## config.mk

```make
export PLATFORM = sky130hd
export DESIGN_NAME = pcs_clock_supervisor
export DESIGN_NICKNAME = d
export VERILOG_FILES = /design/src/hdl/pcs_pkg.sv /design/src/hdl/pcs_rst_sync.sv /design/src/hdl/pcs_freq_mon.sv /design/src/hdl/pcs_clock_supervisor.sv
export SDC_FILE = /design/constraint.sdc
export NUM_CORES = 1
export LEC_CHECK = 0
export BUFFER_PORTS_ARGS = -buffer_cell sky130_fd_sc_hd__buf_2
export CORE_MARGIN = 10
export CORE_UTILIZATION = 25
export DETAILED_ROUTE_END_ITERATION = 8
export GPL_TIMING_DRIVEN = 0
export HOLD_SLACK_MARGIN = 0.03
export RECOVER_POWER = 25
export SYNTH_ARGS = -nofsm -noshare
export SYNTH_HDL_FRONTEND = slang
export SYNTH_HIERARCHICAL = 1
export SYNTH_SLANG_ARGS = --single-unit
```

## constraint.sdc

```tcl
create_clock -name ref_clk -period 3.5 [get_ports ref_clk]
set_input_delay 0 -clock ref_clk [delete_from_list [all_inputs] [get_ports ref_clk]]
set_output_delay 0 -clock ref_clk [all_outputs]
set_load 0.05 [all_outputs]
```

## src/hdl/pcs_pkg.sv

```systemverilog
package pcs_pkg;
	localparam int CLK_MHZ = 250;
	localparam int HOLDOFF_US = 100;
	localparam int SUSPEND_US = 250;
	localparam int RELOCK_US = 100;
	localparam int HOLDOFF_CYC = HOLDOFF_US * CLK_MHZ;
	localparam int SUSPEND_CYC = SUSPEND_US * CLK_MHZ;
	localparam int RELOCK_CYC = RELOCK_US * CLK_MHZ;
	localparam int TIMER_W = 17;
	localparam int LOCK_FILTER_CYC = 16;
	localparam int LOCK_CNT_W = 8;
	localparam int WINDOW_PERIODS = 6;
	localparam int COUNT_W = 8;
	localparam logic [7:0] X24_MAX = 8'hA5;
	localparam logic [7:0] X24_MIN = 8'h7D;
	localparam logic [7:0] X12_MAX = 8'h54;
	localparam logic [7:0] X12_MIN = 8'h3D;
	localparam logic [9:0] ADDR_PLL_SETUP = 10'h1C6;
	localparam logic [9:0] ADDR_FALLBACK = 10'h1C7;
	localparam logic [9:0] ADDR_SPI_ERROR = 10'h1D3;
	localparam int PS_FACTOR_BIT = 0;
	localparam int PS_SPREAD_BIT = 1;
	localparam int FB_BACKUP_BIT = 0;
	localparam int FB_RETURN_BIT = 1;
	localparam int FB_DRVDIS_BIT = 2;
	localparam int SE_CLKMISS_BIT = 0;
	localparam logic PS_FACTOR_RST = 1'h1;
	localparam logic PS_SPREAD_RST = 1'h0;
	localparam logic FB_DRVDIS_RST = 1'h0;

	typedef enum logic [2:0] {
		ST_HOLDOFF = 3'h0,
		ST_USE_EXT = 3'h1,
		ST_LOCK_BACKUP = 3'h2,
		ST_USE_BACKUP = 3'h3,
		ST_SWITCH_BACK = 3'h4
	} pcs_state_t;

	function automatic logic pcs_count_bad(input logic [7:0] cnt, input logic f24);
		if (f24) begin
			return (cnt > X24_MAX) || (cnt < X24_MIN);
		end
		return (cnt > X12_MAX) || (cnt < X12_MIN);
	endfunction
endpackage

```

## src/hdl/pcs_rst_sync.sv

```systemverilog
`timescale 1ns/1ps
module pcs_rst_sync (
	input wire logic ref_clk,
	input wire logic rst_n,
	input wire logic reset_pin_n,
	input wire logic power_on_reset_n,
	input wire logic backup_ref_clk,
	output logic mon_rst_n,
	output logic backup_rise
);
	wire arst_n = rst_n & reset_pin_n & power_on_reset_n;
	logic [2:0] bk_sync_reg;
	logic [1:0] rel_reg;

	// Release waits for a second backup reference edge, so the monitor starts in step with it
	always_ff @(posedge ref_clk or negedge arst_n) begin
		if (!arst_n) begin
			// Reset high so a backup pin already high at release gives no false edge
			bk_sync_reg <= 3'h7;
			rel_reg <= 2'h0;
		end else begin
			bk_sync_reg <= {bk_sync_reg[1:0], backup_ref_clk};
			if (backup_rise) begin
				rel_reg <= {rel_reg[0], 1'b1};
			end
		end
	end

	assign backup_rise = bk_sync_reg[1] & ~bk_sync_reg[2];
	assign mon_rst_n = rel_reg[1];
endmodule // pcs_rst_sync

```

## src/hdl/pcs_freq_mon.sv

```systemverilog
`timescale 1ns/1ps
module pcs_freq_mon #(
	parameter int PERIODS = pcs_pkg::WINDOW_PERIODS,
	parameter int CNT_W = pcs_pkg::COUNT_W
) (
	input wire logic ref_clk,
	input wire logic rst_n,
	input wire logic enable,
	input wire logic backup_tick,
	input wire logic pll_tick,
	output logic window_done,
	output logic [CNT_W-1:0] window_count
);
	import pcs_pkg::*;
	logic started_reg;
	logic [3:0] per_reg;
	logic [CNT_W-1:0] cnt_reg;
	wire last_per = backup_tick && started_reg && (per_reg == 4'(PERIODS - 1));
	wire cnt_sat = &cnt_reg;

	// Saturating count keeps a runaway clock reading as too fast
	always_ff @(posedge ref_clk or negedge rst_n) begin
		if (!rst_n) begin
			started_reg <= 1'b0;
			per_reg <= 4'h0;
			cnt_reg <= '0;
			window_done <= 1'b0;
			window_count <= '0;
		end else begin
			window_done <= last_per && enable;
			if (!enable) begin
				started_reg <= 1'b0;
				per_reg <= 4'h0;
				cnt_reg <= '0;
			end else if (backup_tick && !started_reg) begin
				started_reg <= 1'b1;
				cnt_reg <= '0;
			end else if (last_per) begin
				window_count <= cnt_reg;
				per_reg <= 4'h0;
				cnt_reg <= '0;
			end else begin
				if (backup_tick) begin
					per_reg <= per_reg + 4'h1;
				end
				if (pll_tick && !cnt_sat) begin
					cnt_reg <= cnt_reg + 1'b1;
				end
			end
		end
	end
endmodule // pcs_freq_mon

```

## src/hdl/pcs_clock_supervisor.sv

```systemverilog
`timescale 1ns/1ps
module pcs_clock_supervisor #(
	parameter int HOLD_CYC = pcs_pkg::HOLDOFF_CYC,
	parameter int SUSP_CYC = pcs_pkg::SUSPEND_CYC,
	parameter int RELOCK_CYC = pcs_pkg::RELOCK_CYC,
	parameter int LOCK_FILT_CYC = pcs_pkg::LOCK_FILTER_CYC
) (
	input wire logic ref_clk,
	input wire logic rst_n,
	input wire logic reset_pin_n,
	input wire logic power_on_reset_n,
	input wire logic backup_ref_clk,
	input wire logic pll_out_clk,
	input wire logic pll_lock,
	input wire logic [9:0] reg_addr,
	input wire logic reg_wr,
	input wire logic reg_rd,
	input wire logic [15:0] reg_wdata,
	output logic [15:0] reg_rdata,
	output logic reg_abort,
	output logic pll_ref_backup_sel,
	output logic pll_factor_24,
	output logic pll_spread_disable,
	output logic sysclk_enable,
	output logic backup_ref_active,
	output logic clock_missing,
	output logic driver_enable,
	output logic core_irq,
	output logic interrupt_out_n
);
	import pcs_pkg::*;

	logic mon_rst_n;
	logic backup_rise;
	logic win_done;
	logic [COUNT_W-1:0] win_count;
	pcs_state_t state_reg;
	pcs_state_t state_next;
	logic [2:0] pll_sync_reg;
	logic [1:0] lock_sync_reg;
	logic [LOCK_CNT_W-1:0] lock_cnt_reg;
	logic lock_filt_reg;
	logic freq_ok_reg;
	logic valid_prev_reg;
	logic seen_fall_reg;
	logic [TIMER_W-1:0] timer_reg;
	logic [TIMER_W-1:0] valid_cnt_reg;
	logic factor_sel_reg;
	logic factor_act_reg;
	logic spread_dis_reg;
	logic drv_dis_reg;
	logic spi_err_reg;

	pcs_rst_sync u_rst_sync (
		.ref_clk(ref_clk),
		.rst_n(rst_n),
		.reset_pin_n(reset_pin_n),
		.power_on_reset_n(power_on_reset_n),
		.backup_ref_clk(backup_ref_clk),
		.mon_rst_n(mon_rst_n),
		.backup_rise(backup_rise)
	);

	wire pll_rise = pll_sync_reg[1] & ~pll_sync_reg[2];
	wire suspend = (state_reg == ST_SWITCH_BACK) && (timer_reg < TIMER_W'(SUSP_CYC));
	wire mon_en = (state_reg != ST_HOLDOFF) && !suspend;

	pcs_freq_mon u_freq_mon (
		.ref_clk(ref_clk),
		.rst_n(mon_rst_n),
		.enable(mon_en),
		.backup_tick(backup_rise),
		.pll_tick(pll_rise),
		.window_done(win_done),
		.window_count(win_count)
	);

	// Register decode; every access is refused while the system clock is missing
	wire acc_ok = !clock_missing;
	wire wr_setup = reg_wr && acc_ok && (reg_addr == ADDR_PLL_SETUP);
	wire wr_fallback = reg_wr && acc_ok && (reg_addr == ADDR_FALLBACK);
	wire rd_spi_err = reg_rd && acc_ok && (reg_addr == ADDR_SPI_ERROR);
	wire acc_abort = (reg_wr || reg_rd) && clock_missing;
	wire return_req = wr_fallback && reg_wdata[FB_RETURN_BIT] && (state_reg == ST_USE_BACKUP);

	wire win_bad = pcs_count_bad(win_count, factor_act_reg);
	wire out_valid = lock_filt_reg && freq_ok_reg;
	wire relock_edge = seen_fall_reg && out_valid && !valid_prev_reg;
	wire relock_time = out_valid && (valid_cnt_reg >= TIMER_W'(RELOCK_CYC - 1));
	wire holdoff_end = timer_reg >= TIMER_W'(HOLD_CYC - 1);

	always_comb begin
		state_next = state_reg;
		case (state_reg)
			ST_HOLDOFF: begin
				if (holdoff_end) begin
					state_next = ST_USE_EXT;
				end
			end
			ST_USE_EXT: begin
				if (win_done && win_bad) begin
					state_next = ST_LOCK_BACKUP;
				end
			end
			ST_LOCK_BACKUP: begin
				if (win_done && !win_bad && lock_filt_reg) begin
					state_next = ST_USE_BACKUP;
				end
			end
			ST_USE_BACKUP: begin
				if (return_req) begin
					state_next = ST_SWITCH_BACK;
				end
			end
			ST_SWITCH_BACK: begin
				if (relock_edge || relock_time) begin
					state_next = ST_USE_EXT;
				end else if (win_done && win_bad) begin
					state_next = ST_LOCK_BACKUP;
				end
			end
			default: begin
				state_next = ST_HOLDOFF;
			end
		endcase
	end

	// Indications follow the state directly so no stale flag survives a transition
	assign pll_ref_backup_sel = (state_reg == ST_LOCK_BACKUP) || (state_reg == ST_USE_BACKUP);
	assign backup_ref_active = pll_ref_backup_sel;
	assign clock_missing = (state_reg == ST_LOCK_BACKUP) || (state_reg == ST_SWITCH_BACK);
	assign core_irq = clock_missing;
	assign interrupt_out_n = !clock_missing;
	assign driver_enable = !(drv_dis_reg && clock_missing);
	assign sysclk_enable = lock_filt_reg;
	assign pll_factor_24 = factor_act_reg;
	assign pll_spread_disable = spread_dis_reg;
	assign reg_abort = acc_abort;

	always_ff @(posedge ref_clk or negedge mon_rst_n) begin
		if (!mon_rst_n) begin
			state_reg <= ST_HOLDOFF;
			timer_reg <= '0;
		end else begin
			state_reg <= state_next;
			if (state_next != state_reg) begin
				timer_reg <= '0;
			end else if (!(&timer_reg)) begin
				timer_reg <= timer_reg + 1'b1;
			end
		end
	end

	// Pin inputs pass two flops before use; lock is filtered against glitches
	always_ff @(posedge ref_clk or negedge mon_rst_n) begin
		if (!mon_rst_n) begin
			pll_sync_reg <= 3'h0;
			lock_sync_reg <= 2'h0;
			lock_cnt_reg <= '0;
			lock_filt_reg <= 1'b0;
		end else begin
			pll_sync_reg <= {pll_sync_reg[1:0], pll_out_clk};
			lock_sync_reg <= {lock_sync_reg[0], pll_lock};
			if (!lock_sync_reg[1]) begin
				lock_cnt_reg <= '0;
				lock_filt_reg <= 1'b0;
			end else if (lock_cnt_reg >= LOCK_CNT_W'(LOCK_FILT_CYC - 1)) begin
				lock_filt_reg <= 1'b1;
			end else begin
				lock_cnt_reg <= lock_cnt_reg + 1'b1;
			end
		end
	end

	always_ff @(posedge ref_clk or negedge mon_rst_n) begin
		if (!mon_rst_n) begin
			freq_ok_reg <= 1'b1;
			valid_prev_reg <= 1'b0;
			seen_fall_reg <= 1'b0;
			valid_cnt_reg <= '0;
			factor_act_reg <= PS_FACTOR_RST;
		end else begin
			valid_prev_reg <= out_valid;
			if (win_done) begin
				freq_ok_reg <= !win_bad;
			end
			if (win_done || !mon_en) begin
				factor_act_reg <= factor_sel_reg;
			end
			if (state_reg != ST_SWITCH_BACK || !out_valid) begin
				valid_cnt_reg <= '0;
			end else if (!(&valid_cnt_reg)) begin
				valid_cnt_reg <= valid_cnt_reg + 1'b1;
			end
			if (state_reg != ST_SWITCH_BACK) begin
				seen_fall_reg <= 1'b0;
			end else if (valid_prev_reg && !out_valid) begin
				seen_fall_reg <= 1'b1;
			end
		end
	end

	// Error flag clears on read, but a new abort in the same cycle wins
	always_ff @(posedge ref_clk or negedge mon_rst_n) begin
		if (!mon_rst_n) begin
			factor_sel_reg <= PS_FACTOR_RST;
			spread_dis_reg <= PS_SPREAD_RST;
			drv_dis_reg <= FB_DRVDIS_RST;
			spi_err_reg <= 1'b0;
			reg_rdata <= 16'h0000;
		end else begin
			if (wr_setup) begin
				factor_sel_reg <= reg_wdata[PS_FACTOR_BIT];
				spread_dis_reg <= reg_wdata[PS_SPREAD_BIT];
			end
			if (wr_fallback) begin
				drv_dis_reg <= reg_wdata[FB_DRVDIS_BIT];
			end
			if (acc_abort) begin
				spi_err_reg <= 1'b1;
			end else if (rd_spi_err) begin
				spi_err_reg <= 1'b0;
			end
			reg_rdata <= 16'h0000;
			if (reg_rd && acc_ok) begin
				case (reg_addr)
					ADDR_PLL_SETUP: begin
						reg_rdata[PS_FACTOR_BIT] <= factor_sel_reg;
						reg_rdata[PS_SPREAD_BIT] <= spread_dis_reg;
					end
					ADDR_FALLBACK: begin
						reg_rdata[FB_BACKUP_BIT] <= backup_ref_active;
						reg_rdata[FB_DRVDIS_BIT] <= drv_dis_reg;
					end
					ADDR_SPI_ERROR: begin
						reg_rdata[SE_CLKMISS_BIT] <= spi_err_reg;
					end
					default: begin
						reg_rdata <= 16'h0000;
					end
				endcase
			end
		end
	end
endmodule // pcs_clock_supervisor

```

==> results.md <==
* CP Data Arrival Time at 3.40 ns
* Initial core utilization at 0.255
* Count of max-cap constraint violations at 1
* Combined global-route utilization of all metal layers at 0.0799
* Avg WL per Cell at 12.7 um
* Nets@finish at 555
* Routed WL at 9.47 mm
* Clock latency on the worst-skew pair at 0.34 ns
* Drt pass-1 iters at 4
* Mux share of post-synthesis cell area at 0.0457
* Seq cells post-synth at 89
* Compound-Gate Fraction of Synth Area at 0.0912
* Register-to-register setup slack at 0.38 ns
* Switching power total at 0.964 mW
* Clock tree from TritonCTS: yes
* Clock transition at path regs at 0.06 ns
* Simple-gate area share of the yosys netlist at 0.244
* Reported leakage power at 2.38 nW
* Maximum number of pins on one net before global-route repair at 67
* Worst IR Drop VDD at 0.261 mV
* CP startpoint kind: flip-flop
* Number of clock buffers inserted by TritonCTS at 9
* Relative contribution of sequential cells to total power at 0.455
* Most frequent cells in the layout: 83 x sky130_fd_sc_hd__dfrtp_1, 36 x sky130_fd_sc_hd__nor2_1, 35 x sky130_fd_sc_hd__buf_2
* Startpoint of the worst-slack reg-to-reg timing path: state_reg[2]
* Cell with the largest stage delay on the worst path: sky130_fd_sc_hd__a21oi_1
* IO Port Bufs at 33
* Final Slew Violations at 67
* Count of final hold-check violations at 0
* H-tree Lvls at 3
* Buffer cell driving the clock tree root: sky130_fd_sc_hd__clkbuf_16
* Number of warnings reported in the yosys synthesis log at 6
* Final-layout setup total negative slack at 0 ns
* Layout cell share with drive strength beyond 1 at 0.205
* Most frequent standard cell in the layout excluding fill and tap cells: sky130_fd_sc_hd__dfrtp_1
* Vias in the first global route at 3416
* I/O pin count at 61
* Start point of the critical path: state_reg[2]
* Number of distinct library cells after synthesis at 67
* Post-synthesis to final-layout area growth at 20.1%
* Status: complete, but fails checks
* Adder-Cell Fraction of Synth Area at 0.0218
* Post-Syn Area at 4600 sq um
* Last element of the critical path: spi_err_reg
* Clock network power share at 0.314
* Top cell by count, worst path: sky130_fd_sc_hd__dlygate4sd3_1
* Initial detailed-routing violation count at 138
* DRC errors left at 0
* Number of inserted filler cells in the final layout at 1894
* Cells on worst reg2reg path at 9
* Detailed-placement wirelength estimate at 6.95 mm
* Violated checks: max-capacitance violations, max-slew violations
* Worst hold-check path type: in -> reg
* Sw frac at 0.328
* Via-to-Cell Ratio at 4.56
* Maximum buffer depth of the clock tree at 2
* Initial antenna violation count at 0
* Design internal power at 1.98 mW
* Number of setup violations in the final report at 0
* Critical path fanouts, max at 9
* Share of flip-flops with an asynchronous set or reset at 1.00
* Critical path type: reg -> reg
* DR vias at 3404
* Max_slew headroom at -0.0620
* Unrepaired setup endpoints after global routing: false
* Clock period minus final worst setup slack at 3.12 ns
* PwrDens at 533 nW/um^2
* RR Endpoint: spi_err_reg
* Post-synth EDFFs at 0
* Final hold slack at 0.0326 ns
* Most instantiated flip-flop cell in the synthesis netlist: sky130_fd_sc_hd__dfrtp_1
* Largest family of logic cells by synthesized area: simple AND/OR/NAND/NOR gates
* List of cells traversed by the critical path: clkbuf_1 > nand2b_1 > a21oi_1 > inv_1 > nand3_1 > o31ai_1 > dlygate4sd3_1 > o21ai_0 > dlygate4sd3_1
* Antenna Cells at 0
* Post-synthesis xor/xnor area fraction at 0.0610
* Cells after Synth at 442
* Slew at the pin closest to its max-slew limit at 1.59 ns
* Non-Filler Instances at 746
* Critical path required time at 3.78 ns
* Sequential fraction of the synthesis area at 0.486
* Post-route clock skew at 0.00800 ns
* First-pass GRT wire length at 16.1 mm
* Peak Freq at 321 MHz
* Aggregate global routing overflow at 0
* CP peak stage delay at 0.57 ns
* Mean post-synth cell area at 10.4 sq um
* Antenna-violating nets left at 0
* Die Y at 156 um
* Number of sinks on the clock net at 89
* Die ar. at 24200 sq um
* Final estimated routing congestion in global placement at 0.850
* Core area at 18000 sq um
* Final clock period utilization by the worst path at 0.891
* Placed Cells at 717
* Crit. End Element: flip-flop
* DIE WIDTH at 156 um
* Number of placement rows at 49
* Comb pwr share at 0.231
-- critical path, delay by kind of cell (launching register included) --
family | cells | cell delay [ns]
flip-flops | 1 | 0.36
AND/OR/NAND/NOR | 2 | 0.43
buffers and inverters | 4 | 1.53
AO/OA/AOI/OAI | 3 | 0.73
-- routing by layer --
layer	GRT usage	vias up	routed length, um
li1	-	1691	-
met4	0.0334	0	140
met2	0.134	43	4750
met1	0.0938	1662	4200
met3	0.0232	8	374
met5	0	-	0
-- cell usage after synthesis, drive strengths merged, types with 7 or more instances --
library cell   n  area, sq um
xor2          18          158
o21ai         11         58.8
inv           15         56.3
nand2b         7         51.3
and2          10         62.6
nand3         27          145
dfrtp         83         2080
nor2b          7         43.8
ha             8          100
nor3          22          160
clkbuf         7         26.3
nor2          36          135
nand2         26         97.6
xnor2         14          123
mux2          13          150
a21oi         15         75.1
nand4         12         75.1
buf           19          141
-- how the worst min path moves through the flow --
stage / slack (ns) / endpoint / startpoint / cells after the start
2_1_floorplan: -0.12 / u_rst_sync/rel_reg[0] / reset_pin_n / 1
6_report: 0.03 / reg_rdata[2] / reg_addr[5] / 4
5_1_grt: 0.05 / reg_rdata[2] / reg_addr[3] / 4
3_3_place_gp: -0.03 / u_rst_sync/rel_reg[1] / reset_pin_n / 2
4_1_cts: 0.03 / reg_rdata[2] / reg_addr[5] / 4
3_5_place_dp: -0.02 / u_rst_sync/rel_reg[1] / reset_pin_n / 2
-- power by group through the flow --
stage	registers, mW	logic, mW	clock network, mW
final	1.34	0.679	0.924
after global routing	1.37	0.751	1.00
after CTS	1.34	0.686	0.953
after detailed placement	1.36	0.676	0
after global placement	1.35	0.647	0
after floorplan	1.32	0.546	0
-- final cells by class --
type                            count  area (sq um)  share of cell area
Multi-Input combinational cell    324          2180               0.395
Clock buffer                       11           253              0.0458
Timing Repair Buffer               47           300              0.0544
Clock inverter                      5          37.5             0.00680
Buffer                             26           168              0.0304
Sequential cell                    89          2230               0.405
Tap cell                          229           287              0.0519
Inverter                           15          56.3              0.0102
-- timing repair --
| action | in CTS | in global routing |
|---|---|---|
| resized for setup | 0 | 0 |
| buffers inserted | 0 | 0 |
| endpoints found under the setup margin | 0 | 0 |
| endpoints found under the hold margin | 15 | 0 |
| hold buffers | 13 | 0 |
-- per-stage QoR --
step           utilization  worst slack [ns]  power, mW  cell area (sq um)
2_1_floorplan            -             0.435       1.86               4640
6_report             0.306             0.382       2.94               5520
4_1_cts              0.308             0.436       2.98               5540
3_5_place_dp         0.284             0.861       2.03               5120
5_1_grt              0.306             0.172       3.12               5520
3_3_place_gp         0.283           -0.0218       2.00               5090
-- logic make-up after synthesis --
kind of cell / after synthesis
and+or+nand+nor: 193
DFF: 89
AOI/OAI and AO/OA: 59
buffers and inverters: 41
xor gates and xnor gates: 32
muxes: 19
adders and majority gates: 8
other: 1
(Power assumes the default switching activity.)
